### config.mk
export PLATFORM = sky130hd
export DESIGN_NAME = pwi_regs
export DESIGN_NICKNAME = d
export VERILOG_FILES = /design/src/pwi_pkg.sv /design/src/pwi_regs.sv
export SDC_FILE = /design/constraint.sdc
export NUM_CORES = 1
export LEC_CHECK = 0
export ABC_AREA = 1
export BUFFER_PORTS_ARGS = -buffer_cell sky130_fd_sc_hd__buf_2
export CAP_MARGIN = 20
export CORE_UTILIZATION = 55
export CTS_CLUSTER_SIZE = 40
export DETAILED_ROUTE_END_ITERATION = 6
export PLACE_DENSITY = 0.89
export SYNTH_ARGS = -nofsm -noshare
export SYNTH_HDL_FRONTEND = slang
export SYNTH_SLANG_ARGS = --single-unit
### constraint.sdc
create_clock -name ref_clk -period 1.5 [get_ports ref_clk]
set_input_delay 0.225 -clock ref_clk [delete_from_list [all_inputs] [get_ports ref_clk]]
set_output_delay 0.225 -clock ref_clk [all_outputs]
set_load 0.01 [all_outputs]
### src/pwi_pkg.sv
// Constants and types for the pull-up, watchdog and interrupt enable bank
package pwi_pkg;

  localparam int ADDR_W = 3;
  localparam int DATA_W = 8;
  localparam int NUM_SRC = 5;

  // Register offsets
  localparam logic [2:0] PULLUP_OFS = 3'h0;
  localparam logic [2:0] WDT_CTL_OFS = 3'h1;
  localparam logic [2:0] IRQ_EN_OFS = 3'h2;
  localparam logic [2:0] IRQ_STAT_OFS = 3'h3;
  localparam logic [2:0] IRQ_CLR_OFS = 3'h4;
  localparam logic [2:0] PORT_DIR_OFS = 3'h5;
  localparam logic [2:0] PORT_DATA_OFS = 3'h6;

  // Implemented bits of the pull-up, watchdog control and interrupt registers
  localparam logic [7:0] PULLUP_MASK = 8'hF7;
  localparam logic [7:0] WDT_CTL_MASK = 8'hFC;
  localparam logic [7:0] IRQ_MASK = 8'h1F;

  // Reset values
  localparam logic [7:0] PULLUP_RST = 8'h00;
  localparam logic [7:0] WDT_CTL_RST = 8'h00;
  localparam logic [7:0] IRQ_EN_RST = 8'h00;
  localparam logic [7:0] PORT_DIR_RST = 8'hFF;
  localparam logic [7:0] PORT_DATA_RST = 8'h00;

  // Watchdog control fields
  localparam int WDT_EN_BIT = 7;
  localparam int EXT_SEL_BIT = 6;
  localparam int PSC_EN_BIT = 5;
  localparam int PSC_SEL_LSB = 2;
  localparam int PSC_SEL_W = 3;

  // Interrupt source positions
  localparam int IRQ_TMR_BIT = 0;
  localparam int IRQ_CHG_BIT = 1;
  localparam int IRQ_EXT_BIT = 2;
  localparam int IRQ_CMP_BIT = 3;
  localparam int IRQ_PWM_BIT = 4;

  // Port pin carrying the active-low external interrupt
  localparam int EXT_PIN = 0;

  typedef struct packed {
    logic wr;
    logic rd;
    logic [ADDR_W-1:0] addr;
    logic [DATA_W-1:0] wdata;
  } pwi_bus_req_t;

  typedef struct packed {
    logic [DATA_W-1:0] out;
    logic [DATA_W-1:0] oe;
    logic [DATA_W-1:0] pullupEn;
  } pwi_pad_t;

endpackage

### src/pwi_regs.sv
// Pull-up, watchdog control and interrupt enable register bank
//
// Summary of operation
// - Pull-up bit 0 enables the pin pull-up, 1 disables; bits 7-4, 2-0.
// - Pull-up register bit 3 is unused and always reads zero.
// - Pull-up register is readable and writable; reads return stored bits.
// - Watchdog control bit 7 enables the watchdog; it reads back.
// - Bit 6 makes port pin 0 the external interrupt; software sets it input.
// - Select bit 0 blocks the external path; port reads still show pin.
// - Bit 5 enables the watchdog prescaler; when 0 the rate is 1:1.
// - Prescaler select bits 4-2 divide by two to the field plus one.
// - Watchdog control bits 1 and 0 always read zero.
// - Interrupt enable bits 7 to 5 always read zero.
// - Interrupt enable bit 4 gates the PWM interrupt.
// - Interrupt enable bit 3 gates the comparator change interrupt.
// - Interrupt enable bit 2 gates the external interrupt.
// - Interrupt enable bit 1 gates the input change interrupt.
// - Interrupt enable bit 0 gates the timer overflow interrupt.
// - Direction bit 1 puts the pin in high impedance; 0 drives it.
//
// Design decisions made here: the register offsets and the address-and-strobe port.
`timescale 1ns/1ps

module pwi_regs (
  input wire logic ref_clk,
  input wire logic rstn,
  input wire pwi_pkg::pwi_bus_req_t busReq,
  output logic [7:0] busRdata,
  input wire logic [7:0] portBIn,
  output pwi_pkg::pwi_pad_t pad,
  input wire logic pwmEvent,
  input wire logic cmpEvent,
  input wire logic inChgEvent,
  input wire logic tmrEvent,
  input wire logic wdtRawTick,
  output logic wdtEnable,
  output logic wdtTick,
  output logic irq
);

  // ==========================================================
  // Helpers
  // ==========================================================
  function automatic logic hit(input pwi_pkg::pwi_bus_req_t r,
                               input logic [2:0] ofs);
    hit = r.addr == ofs;
  endfunction

  function automatic logic [7:0] pscMask(input logic [2:0] sel);
    pscMask = ~(8'hFF << ({1'b0, sel} + 4'h1));
  endfunction

  logic [7:0] pullup_q;
  logic [7:0] wdtCtl_q;
  logic [7:0] irqEn_q;
  logic [4:0] irqStat_q;
  logic [7:0] portDir_q;
  logic [7:0] portData_q;
  logic [7:0] rdata_q;
  logic [7:0] rdata_d;
  logic [7:0] syncA_q;
  logic [7:0] syncB_q;
  logic [7:0] syncC_q;
  logic [7:0] pinLvl_q;
  logic [7:0] psc_q;
  logic [4:0] events;
  logic extFall;
  logic [2:0] pscSel;

  // ==========================================================
  // Software registers
  // ==========================================================
  always_ff @(posedge ref_clk or negedge rstn)
  begin
    if (!rstn)
      pullup_q <= pwi_pkg::PULLUP_RST;
    else if (busReq.wr && hit(busReq, pwi_pkg::PULLUP_OFS))
      pullup_q <= busReq.wdata & pwi_pkg::PULLUP_MASK;
  end

  always_ff @(posedge ref_clk or negedge rstn)
  begin
    if (!rstn)
      wdtCtl_q <= pwi_pkg::WDT_CTL_RST;
    else if (busReq.wr && hit(busReq, pwi_pkg::WDT_CTL_OFS))
      wdtCtl_q <= busReq.wdata & pwi_pkg::WDT_CTL_MASK;
  end

  always_ff @(posedge ref_clk or negedge rstn)
  begin
    if (!rstn)
      irqEn_q <= pwi_pkg::IRQ_EN_RST;
    else if (busReq.wr && hit(busReq, pwi_pkg::IRQ_EN_OFS))
      irqEn_q <= busReq.wdata & pwi_pkg::IRQ_MASK;
  end

  always_ff @(posedge ref_clk or negedge rstn)
  begin
    if (!rstn)
      portDir_q <= pwi_pkg::PORT_DIR_RST;
    else if (busReq.wr && hit(busReq, pwi_pkg::PORT_DIR_OFS))
      portDir_q <= busReq.wdata;
  end

  always_ff @(posedge ref_clk or negedge rstn)
  begin
    if (!rstn)
      portData_q <= pwi_pkg::PORT_DATA_RST;
    else if (busReq.wr && hit(busReq, pwi_pkg::PORT_DATA_OFS))
      portData_q <= busReq.wdata;
  end

  // ==========================================================
  // Read path: data stands one cycle after the strobe only
  // ==========================================================
  always_comb
  begin
    rdata_d = 8'h00;
    if (busReq.rd)
    begin
      case (busReq.addr)
        pwi_pkg::PULLUP_OFS: rdata_d = pullup_q;
        pwi_pkg::WDT_CTL_OFS: rdata_d = wdtCtl_q;
        pwi_pkg::IRQ_EN_OFS: rdata_d = irqEn_q;
        pwi_pkg::IRQ_STAT_OFS: rdata_d = {3'h0, irqStat_q};
        pwi_pkg::PORT_DIR_OFS: rdata_d = portDir_q;
        pwi_pkg::PORT_DATA_OFS: rdata_d = pinLvl_q;
        default: rdata_d = 8'h00;
      endcase
    end
  end

  always_ff @(posedge ref_clk or negedge rstn)
  begin
    if (!rstn)
      rdata_q <= 8'h00;
    else
      rdata_q <= rdata_d;
  end

  assign busRdata = rdata_q;

  // ==========================================================
  // Pads
  // ==========================================================
  assign pad = '{
    out: portData_q,
    oe: ~portDir_q,
    pullupEn: ~pullup_q & pwi_pkg::PULLUP_MASK
  };

  // ==========================================================
  // Pin synchroniser; a level counts once stages two and three agree
  // ==========================================================
  always_ff @(posedge ref_clk or negedge rstn)
  begin
    if (!rstn)
    begin
      syncA_q <= 8'hFF;
      syncB_q <= 8'hFF;
      syncC_q <= 8'hFF;
    end
    else
    begin
      syncA_q <= portBIn;
      syncB_q <= syncA_q;
      syncC_q <= syncB_q;
    end
  end

  always_ff @(posedge ref_clk or negedge rstn)
  begin
    if (!rstn)
      pinLvl_q <= 8'hFF;
    else
      pinLvl_q <= (syncB_q & syncC_q) | (pinLvl_q & (syncB_q ^ syncC_q));
  end

  // Active-low input: falling edge of the filtered level, only when selected
  assign extFall = wdtCtl_q[pwi_pkg::EXT_SEL_BIT]
    && pinLvl_q[pwi_pkg::EXT_PIN]
    && !syncB_q[pwi_pkg::EXT_PIN] && !syncC_q[pwi_pkg::EXT_PIN];

  // ==========================================================
  // Interrupt status, enable gating and output
  // ==========================================================
  always_comb
  begin
    events = 5'h00;
    events[pwi_pkg::IRQ_TMR_BIT] = tmrEvent;
    events[pwi_pkg::IRQ_CHG_BIT] = inChgEvent;
    events[pwi_pkg::IRQ_EXT_BIT] = extFall;
    events[pwi_pkg::IRQ_CMP_BIT] = cmpEvent;
    events[pwi_pkg::IRQ_PWM_BIT] = pwmEvent;
  end

  // Set wins over a clear in the same cycle; enables never touch flags
  always_ff @(posedge ref_clk or negedge rstn)
  begin
    if (!rstn)
      irqStat_q <= 5'h00;
    else if (busReq.wr && hit(busReq, pwi_pkg::IRQ_CLR_OFS))
      irqStat_q <= (irqStat_q & ~busReq.wdata[4:0]) | events;
    else
      irqStat_q <= irqStat_q | events;
  end

  assign irq = |(irqStat_q & irqEn_q[4:0]);

  // ==========================================================
  // Watchdog prescaler
  // ==========================================================
  assign pscSel = wdtCtl_q[pwi_pkg::PSC_SEL_LSB +: pwi_pkg::PSC_SEL_W];
  assign wdtEnable = wdtCtl_q[pwi_pkg::WDT_EN_BIT];

  always_ff @(posedge ref_clk or negedge rstn)
  begin
    if (!rstn)
      psc_q <= 8'h00;
    else if (busReq.wr && hit(busReq, pwi_pkg::WDT_CTL_OFS))
      psc_q <= 8'h00;
    else if (wdtRawTick && wdtEnable)
      psc_q <= psc_q + 8'h01;
  end

  assign wdtTick = wdtRawTick && wdtEnable
    && (!wdtCtl_q[pwi_pkg::PSC_EN_BIT]
        || ((psc_q & pscMask(pscSel)) == pscMask(pscSel)));

  logic [8:0] gap_q;
  logic gapValid_q;
  logic wdtWr;

  assign wdtWr = busReq.wr && hit(busReq, pwi_pkg::WDT_CTL_OFS);

  always_ff @(posedge ref_clk or negedge rstn)
  begin
    if (!rstn)
    begin
      gap_q <= 9'h000;
      gapValid_q <= 1'b0;
    end
    else if (wdtWr || !wdtEnable)
    begin
      gap_q <= 9'h000;
      gapValid_q <= 1'b0;
    end
    else if (wdtTick)
    begin
      gap_q <= 9'h000;
      gapValid_q <= 1'b1;
    end
    else if (wdtRawTick)
      gap_q <= gap_q + 9'h001;
  end
endmodule

== After elaboration in Yosys (flattened, before gate mapping) ==
Index checks and enable logic that the tools add are counted.

* Flip-flop bits (word level): 87
* Input bits: 28
* Output and inout port bits: 35
* Logic and storage cells: 58

* Add/sub/neg operators: 2
* Equality and inequality tests: 7
* Shift-type cells: 1
* Mux-type cells: 5
* Bitwise operators: 13
* Reduce and logical (&&, ||, !) cells: 18

{| class="wikitable"
|+ Operators with widths
! cell !! number
|-
| 8-bit one-hot mux with 6 select lines || 1
|-
| 8-bit bitwise AND || 3
|-
| 8-bit 2-to-1 mux || 3
|-
| 8-bit NOT || 3
|-
| 1-bit logical AND || 11
|-
| 5-bit bitwise AND || 2
|-
| 5-bit bitwise OR || 2
|-
| 3-bit equality test (second input constant) || 3
|-
| 8-bit by 1-bit adder with 8-bit output (second input constant) || 1
|-
| 8-bit equality test || 1
|-
| 8-bit bitwise OR || 1
|-
| 8-bit by 4-bit << shifter with 8-bit output (first input constant) || 1
|-
| 8-bit XOR || 1
|-
| 3-bit by 2-bit equality test with 1-bit output (second input constant) || 2
|-
| 5-bit 2-to-1 mux || 1
|-
| 5-bit NOT || 1
|-
| 5-bit OR reduction || 1
|-
| 3-bit by 1-bit adder with 4-bit output (second input constant) || 1
|-
| 3-bit by 1-bit equality test with 1-bit output (second input constant) || 1
|-
| 1-bit logical NOT || 3
|-
| 3-bit logical NOT || 1
|-
| 2-bit nonzero test || 1
|-
| 1-bit logical OR || 1
|}

== Depth between registers and ports, before layout ==
* Depth in word-level cells: 7
* Gate-level depth with buffers: 8
* Depth with buffers taken out: 8

== Least setup slack after synthesis ==
No wires, ideal clock.

* Kind: reg-to-output
* Start: register wdtCtl_q[2]
* End: output wdtTick
* Data arrival time: 1.228 ns
* Required time: 1.275 ns
* Path slack: 0.047 ns
* Cell stages (with the launch flop): 9
* Path buffers: 0
* Path through: dfrtp_1 inv_1 ha_1 inv_1 nand2_1 nand3_1 a21oi_1 nand2_1 a21oi_1

* Cells in the longest elaborated chain, start to end: 7

{| class="wikitable"
|+ Ends and longest elaborated chain
! item !! line !! RTL
|-
| from (decl) || pwi_regs.sv:54 || <nowiki>logic [7:0] wdtCtl_q;</nowiki>
|-
| from (signal assigned) || pwi_regs.sv:84 || <nowiki>wdtCtl_q <= pwi_pkg::WDT_CTL_RST;</nowiki>
|-
| from (signal assigned) || pwi_regs.sv:86 || <nowiki>wdtCtl_q <= busReq.wdata & pwi_pkg::WDT_CTL_MASK;</nowiki>
|-
| 3-bit by 1-bit adder with 4-bit output (*) || pwi_regs.sv:50 || <nowiki>pscMask = ~(8'hFF << ({1'b0, sel} + 4'h1));</nowiki>
|-
| 8-bit by 4-bit << shifter with 8-bit output (*) || pwi_regs.sv:50 ||
|-
| 8-bit NOT (*) || pwi_regs.sv:50 ||
|-
| 8-bit bitwise AND || pwi_regs.sv:228 || <nowiki>|| ((psc_q & pscMask(pscSel)) == pscMask(pscSel)));</nowiki>
|-
| 8-bit equality test (*) || pwi_regs.sv:228 ||
|-
| 1-bit logical OR (*) || pwi_regs.sv:228 ||
|-
| 1-bit logical AND (*) || pwi_regs.sv:227 || <nowiki>&& (!wdtCtl_q[pwi_pkg::PSC_EN_BIT]</nowiki>
|-
| to (decl) || pwi_regs.sv:37 || <nowiki>output logic wdtTick,</nowiki>
|}

Every way passes the cells marked *; elsewhere a longest branch is shown, timed or not.

== Worst setup path in the final report ==
Same ends and word-level chain as after synthesis.

==> summary by stage <==
Run status
The flow ran to the end, but the final reports show violations. The checks that failed: setup timing.

Floorplanning
The floorplan step defined a die boundary enclosing 7001 sq um. Pin placement for this block handled 63 I/O pins. The starting utilization of the core area is 0.5745. The floorplan step set the die height to 83.67 microns.

The total area inside the core boundary comes to 6386 sq um. The width of the die is 83.67 microns. The initialized floorplan defines 29 standard-cell rows.

Hold path
The worst hold path terminates at irqStat_q[0]. The worst hold path passes through 3 cells. The path class of the tightest hold or removal check is input port to flip-flop.

The startpoint of the tightest hold check path is tmrEvent.

Yosys
The number of enable flip-flop cells after synthesis is 0. Synthesis inferred 87 register bits. For this run, the leading register cell type out of synthesis is sky130_fd_sc_hd__dfrtp_1. Synthesis produced a netlist with a net count of 420. The post-synthesis instance total is 380. The proportion of netlist area held by the largest area contributor is 0.3206. Ranked by total cell area, the synthesized netlist is headed by sky130_fd_sc_hd__dfrtp_1 32%, sky130_fd_sc_hd__dfstp_2 29%, sky130_fd_sc_hd__nand2_1 9.7%, sky130_fd_sc_hd__o21ai_0 6.8%, sky130_fd_sc_hd__inv_1 5.2%.

The count of yosys warnings during synthesis is 0. The post-synth design cell area is 3669 sq um. The fraction of synthesis flops using an asynchronous set or reset pin is 1.000.

The most instantiated library cell after synthesis is sky130_fd_sc_hd__nand2_1. The share of the Yosys chip area taken by registers is 0.6071. By count the netlist is led by 95 x sky130_fd_sc_hd__nand2_1, 51 x sky130_fd_sc_hd__inv_1, 50 x sky130_fd_sc_hd__o21ai_0.

The cell type with the largest total area after synthesis is sky130_fd_sc_hd__dfrtp_1. The average cell area after synthesis is 9.654 sq um. The post-synthesis cell type count is 27.

GRT
The total overflow reported by the global router is 0. The pin count of the biggest net entering global routing is 33. The first global-routing pass estimated 14.23 mm of wire. Across every metal layer, demand over resource in global routing totals 0.2642. The number of global-route vias before repair was 3003. The number of antenna violations at the first check in global routing was 0.

Drt
The first routing iteration left 430 violations. The first TritonRoute pass finished after 5 iterations. In the routed layout, each cell is associated on average with a via count of 5.490.

In the final routed layout, each cell accounts on average for 15.54 microns. The final layout contains routed wiring with a total length of 8.686 mm. The detailed-route DRC error count is 0. Once detail routing completed, the nets flagged for antenna violations numbered 0.

The vias after detailed routing is 3069.

STA
Setup total negative slack on the finished layout was measured at -0.9456 ns. Setup violations remaining at the end of the flow were counted as 3. The final hold slack is 0.04575 ns. Dividing the final minimum period by the clock period gives 1.313. Setup repair after global routing could not meet its margin everywhere. The hold violation total from the final report is 0.

Setup slack on the critical path of the routed design comes to -0.4690 ns. The smallest clock period supported by the final layout is computed as 1.969 ns. The clock arrives with 0.009823 ns of skew. For this run, the top clock speed supported by timing is 507.9 MHz. The number of slew-limit violations in the final report came to 0.

Worst setup path
The maximum net fanout on the critical path is 4. The path depth of the worst reg2reg path is 12. At the worst endpoint, the arrival time is 1.74 ns.

In this run the critical register-to-register path is captured at busRdata[2]. For the worst setup path, the data required time is 1.27 ns. The worst setup path is launched from a flip-flop. The classification of the worst setup path is flip-flop to primary output. The startpoint of the most critical register-to-register path is wdtCtl_q[2].

In this run the register-to-register setup slack is -0.45 ns. The endpoint kind of the worst setup timing path is a primary output.

Pwr
The portion of total power attributed to the clock network is 0.265. The sequential fraction of design power is 0.523. The cell area power density is 1250 nW/um^2. The fraction of power consumed by combinational cells is 0.212. Of the total power, the share spent switching nets is 0.3094. The peak ir drop on the vdd network is 0.9175 mV.

The total power draw is 5.691 mW. For this design the static power due to leakage is 2.270 nW. The switching power total is 1.761 mW. The internal power of the cells totals 3.931 mW.

Clock network
The clock-pin slew reported for the worst setup and hold paths after clock tree synthesis is 0.09 ns. The total clock buffers created by CTS is 9. The CTS tree is yes.

The clock net sink count is 87. Clock tree synthesis selected as its root buffer the cell sky130_fd_sc_hd__clkbuf_8. CTS built an H-tree with a depth of 3. The clock network latency to the later pin of the worst-skew pair is 0.36 ns. The longest clock path from root to sink contains 2 buffers.

Final layout
The area added between synthesis and finish is 24.08%. The final standard cell utilization of the core is 0.7128. The non-filler instance count after layout is 559. The fraction of layout cells with a size suffix above 1 is 0.3382. The number of antenna diodes in the final layout is 0.

The net total in the final layout is 517.

Place
In this run, placement finished with an instance count of 522. The quantity of I/O buffers inserted on ports is 61. The congestion estimate from routability-driven global placement came to 0.8757. Summed over all nets, the half-perimeter wirelength after detailed placement is 5.733 mm.

Job
The reported max-cap violation count is 0.
## layout make-up
cell class                      instances  area, sq um
Timing Repair Buffer                   92        595.6
Clock inverter                          4        31.28
Clock buffer                           12        155.1
Inverter                               54        202.7
Fill cell                             443         1834
Tap cell                               77        96.34
Sequential cell                        87         2230
Multi-Input combinational cell        233         1241
## how the worst max path moves through the flow
stage	from	endpoint	slack [ns]	cells after the start
global route	wdtCtl_q[2]	wdtTick	-0.55	9
global placement	wdtCtl_q[2]	wdtTick	-0.04	9
detailed placement	wdtCtl_q[2]	wdtTick	-0.06	9
floorplan	wdtCtl_q[2]	wdtTick	0.05	8
CTS	wdtCtl_q[2]	wdtTick	-0.43	9
finish	wdtCtl_q[2]	wdtTick	-0.47	9
## critical path: stages, from the launching register on
cell,delay (ns)
sky130_fd_sc_hd__dfrtp_2,0.45
sky130_fd_sc_hd__inv_2,0.08
sky130_fd_sc_hd__ha_4,0.26
sky130_fd_sc_hd__inv_2,0.03
sky130_fd_sc_hd__nand2_2,0.05
sky130_fd_sc_hd__nand3_2,0.07
sky130_fd_sc_hd__a21oi_2,0.12
sky130_fd_sc_hd__nand2_1,0.08
sky130_fd_sc_hd__a21oi_2,0.11
sky130_fd_sc_hd__buf_2,0.14
## power by group through the flow
stage          Combinational [mW]  Sequential [mW]  Clock, mW
6_report                     1.21             2.98       1.51
5_1_grt                      1.34             3.02       1.64
4_1_cts                      1.13             2.94       1.54
3_5_place_dp                 1.00             2.97          0
3_3_place_gp                0.956             2.96          0
2_1_floorplan               0.568             2.96          0
## state kept, by name, indices dropped and copies added, names as in the netlist
register / cells
syncC_q: 8
portDir_q: 8
portData_q: 8
pullup_q: 7
syncB_q: 8
psc_q: 8
busRdata: 8
pinLvl_q: 8
syncA_q: 8
irqEn_q: 5
irqStat_q: 5
wdtCtl_q: 6
## kinds of logic after synthesis
kind of cell | count (synthesis) | synth area share
flops | 87 | 0.6071
simple gates | 140 | 0.1565
buf+inv | 60 | 0.07162
other cells | 1 | 0.001022
compound gates | 80 | 0.1228
fa+ha+maj | 12 | 0.04093
## cells in the final DEF, fill, tap and decap left out
| cell | n |
|---|---|
| sky130_fd_sc_hd__nand2_1 | 94 |
| sky130_fd_sc_hd__buf_2 | 60 |
| sky130_fd_sc_hd__o21ai_0 | 49 |
| sky130_fd_sc_hd__inv_1 | 48 |
| sky130_fd_sc_hd__dfrtp_1 | 45 |
| sky130_fd_sc_hd__dfstp_2 | 40 |
| sky130_fd_sc_hd__nor2_1 | 20 |
| sky130_fd_sc_hd__buf_4 | 19 |
| sky130_fd_sc_hd__nand3_1 | 13 |
| sky130_fd_sc_hd__clkbuf_8 | 11 |
| sky130_fd_sc_hd__a21oi_1 | 9 |
| sky130_fd_sc_hd__ha_1 | 9 |
| sky130_fd_sc_hd__dlygate4sd3_1 | 9 |
| sky130_fd_sc_hd__a21o_1 | 8 |
| sky130_fd_sc_hd__o21ai_2 | 6 |
| sky130_fd_sc_hd__nand4_1 | 6 |
| sky130_fd_sc_hd__inv_2 | 5 |
| sky130_fd_sc_hd__o22ai_1 | 3 |
| sky130_fd_sc_hd__nand2_2 | 3 |
| sky130_fd_sc_hd__ha_4 | 3 |
| sky130_fd_sc_hd__clkinvlp_4 | 3 |
| sky130_fd_sc_hd__a21oi_2 | 2 |
| sky130_fd_sc_hd__buf_6 | 2 |
| sky130_fd_sc_hd__buf_12 | 2 |
| sky130_fd_sc_hd__dfrtp_2 | 2 |
| sky130_fd_sc_hd__o41ai_1 | 1 |
| sky130_fd_sc_hd__nor2_2 | 1 |
| sky130_fd_sc_hd__a221oi_2 | 1 |
| sky130_fd_sc_hd__nand3_2 | 1 |
| sky130_fd_sc_hd__nor3_1 | 1 |
| sky130_fd_sc_hd__clkinv_1 | 1 |
| sky130_fd_sc_hd__nand2_4 | 1 |
| sky130_fd_sc_hd__o21ai_1 | 1 |
| sky130_fd_sc_hd__conb_1 | 1 |
| sky130_fd_sc_hd__clkbuf_1 | 1 |
| sky130_fd_sc_hd__clkinv_4 | 1 |
## per-layer routing
metal,up-vias,part of all wire,global-route usage
li1,1413,-,-
met1,1442,0.41,0.3388
met2,176,0.48,0.4287
met3,38,0.076,0.06429
met4,0,0.035,0.1171
met5,-,0,0
## stage by stage
stage | cell area, sq um | setup slack (ns)
after floorplan | 3669 | 0.04688
after global placement | 4113 | -0.04019
after detailed placement | 4113 | -0.06190
after CTS | 4518 | -0.4318
after global routing | 4552 | -0.5494
final | 4552 | -0.4690
## timing repair
action / CTS / global route
endpoints found under the setup margin: 2 / 5
buffers inserted: 12 / 0
resized for setup: 10 / 9
endpoints found under the hold margin: 15 / 0
hold buffers: 9 / 0
pin swaps: 8 / 6
Note: power is estimated with default switching activity, not from simulation.
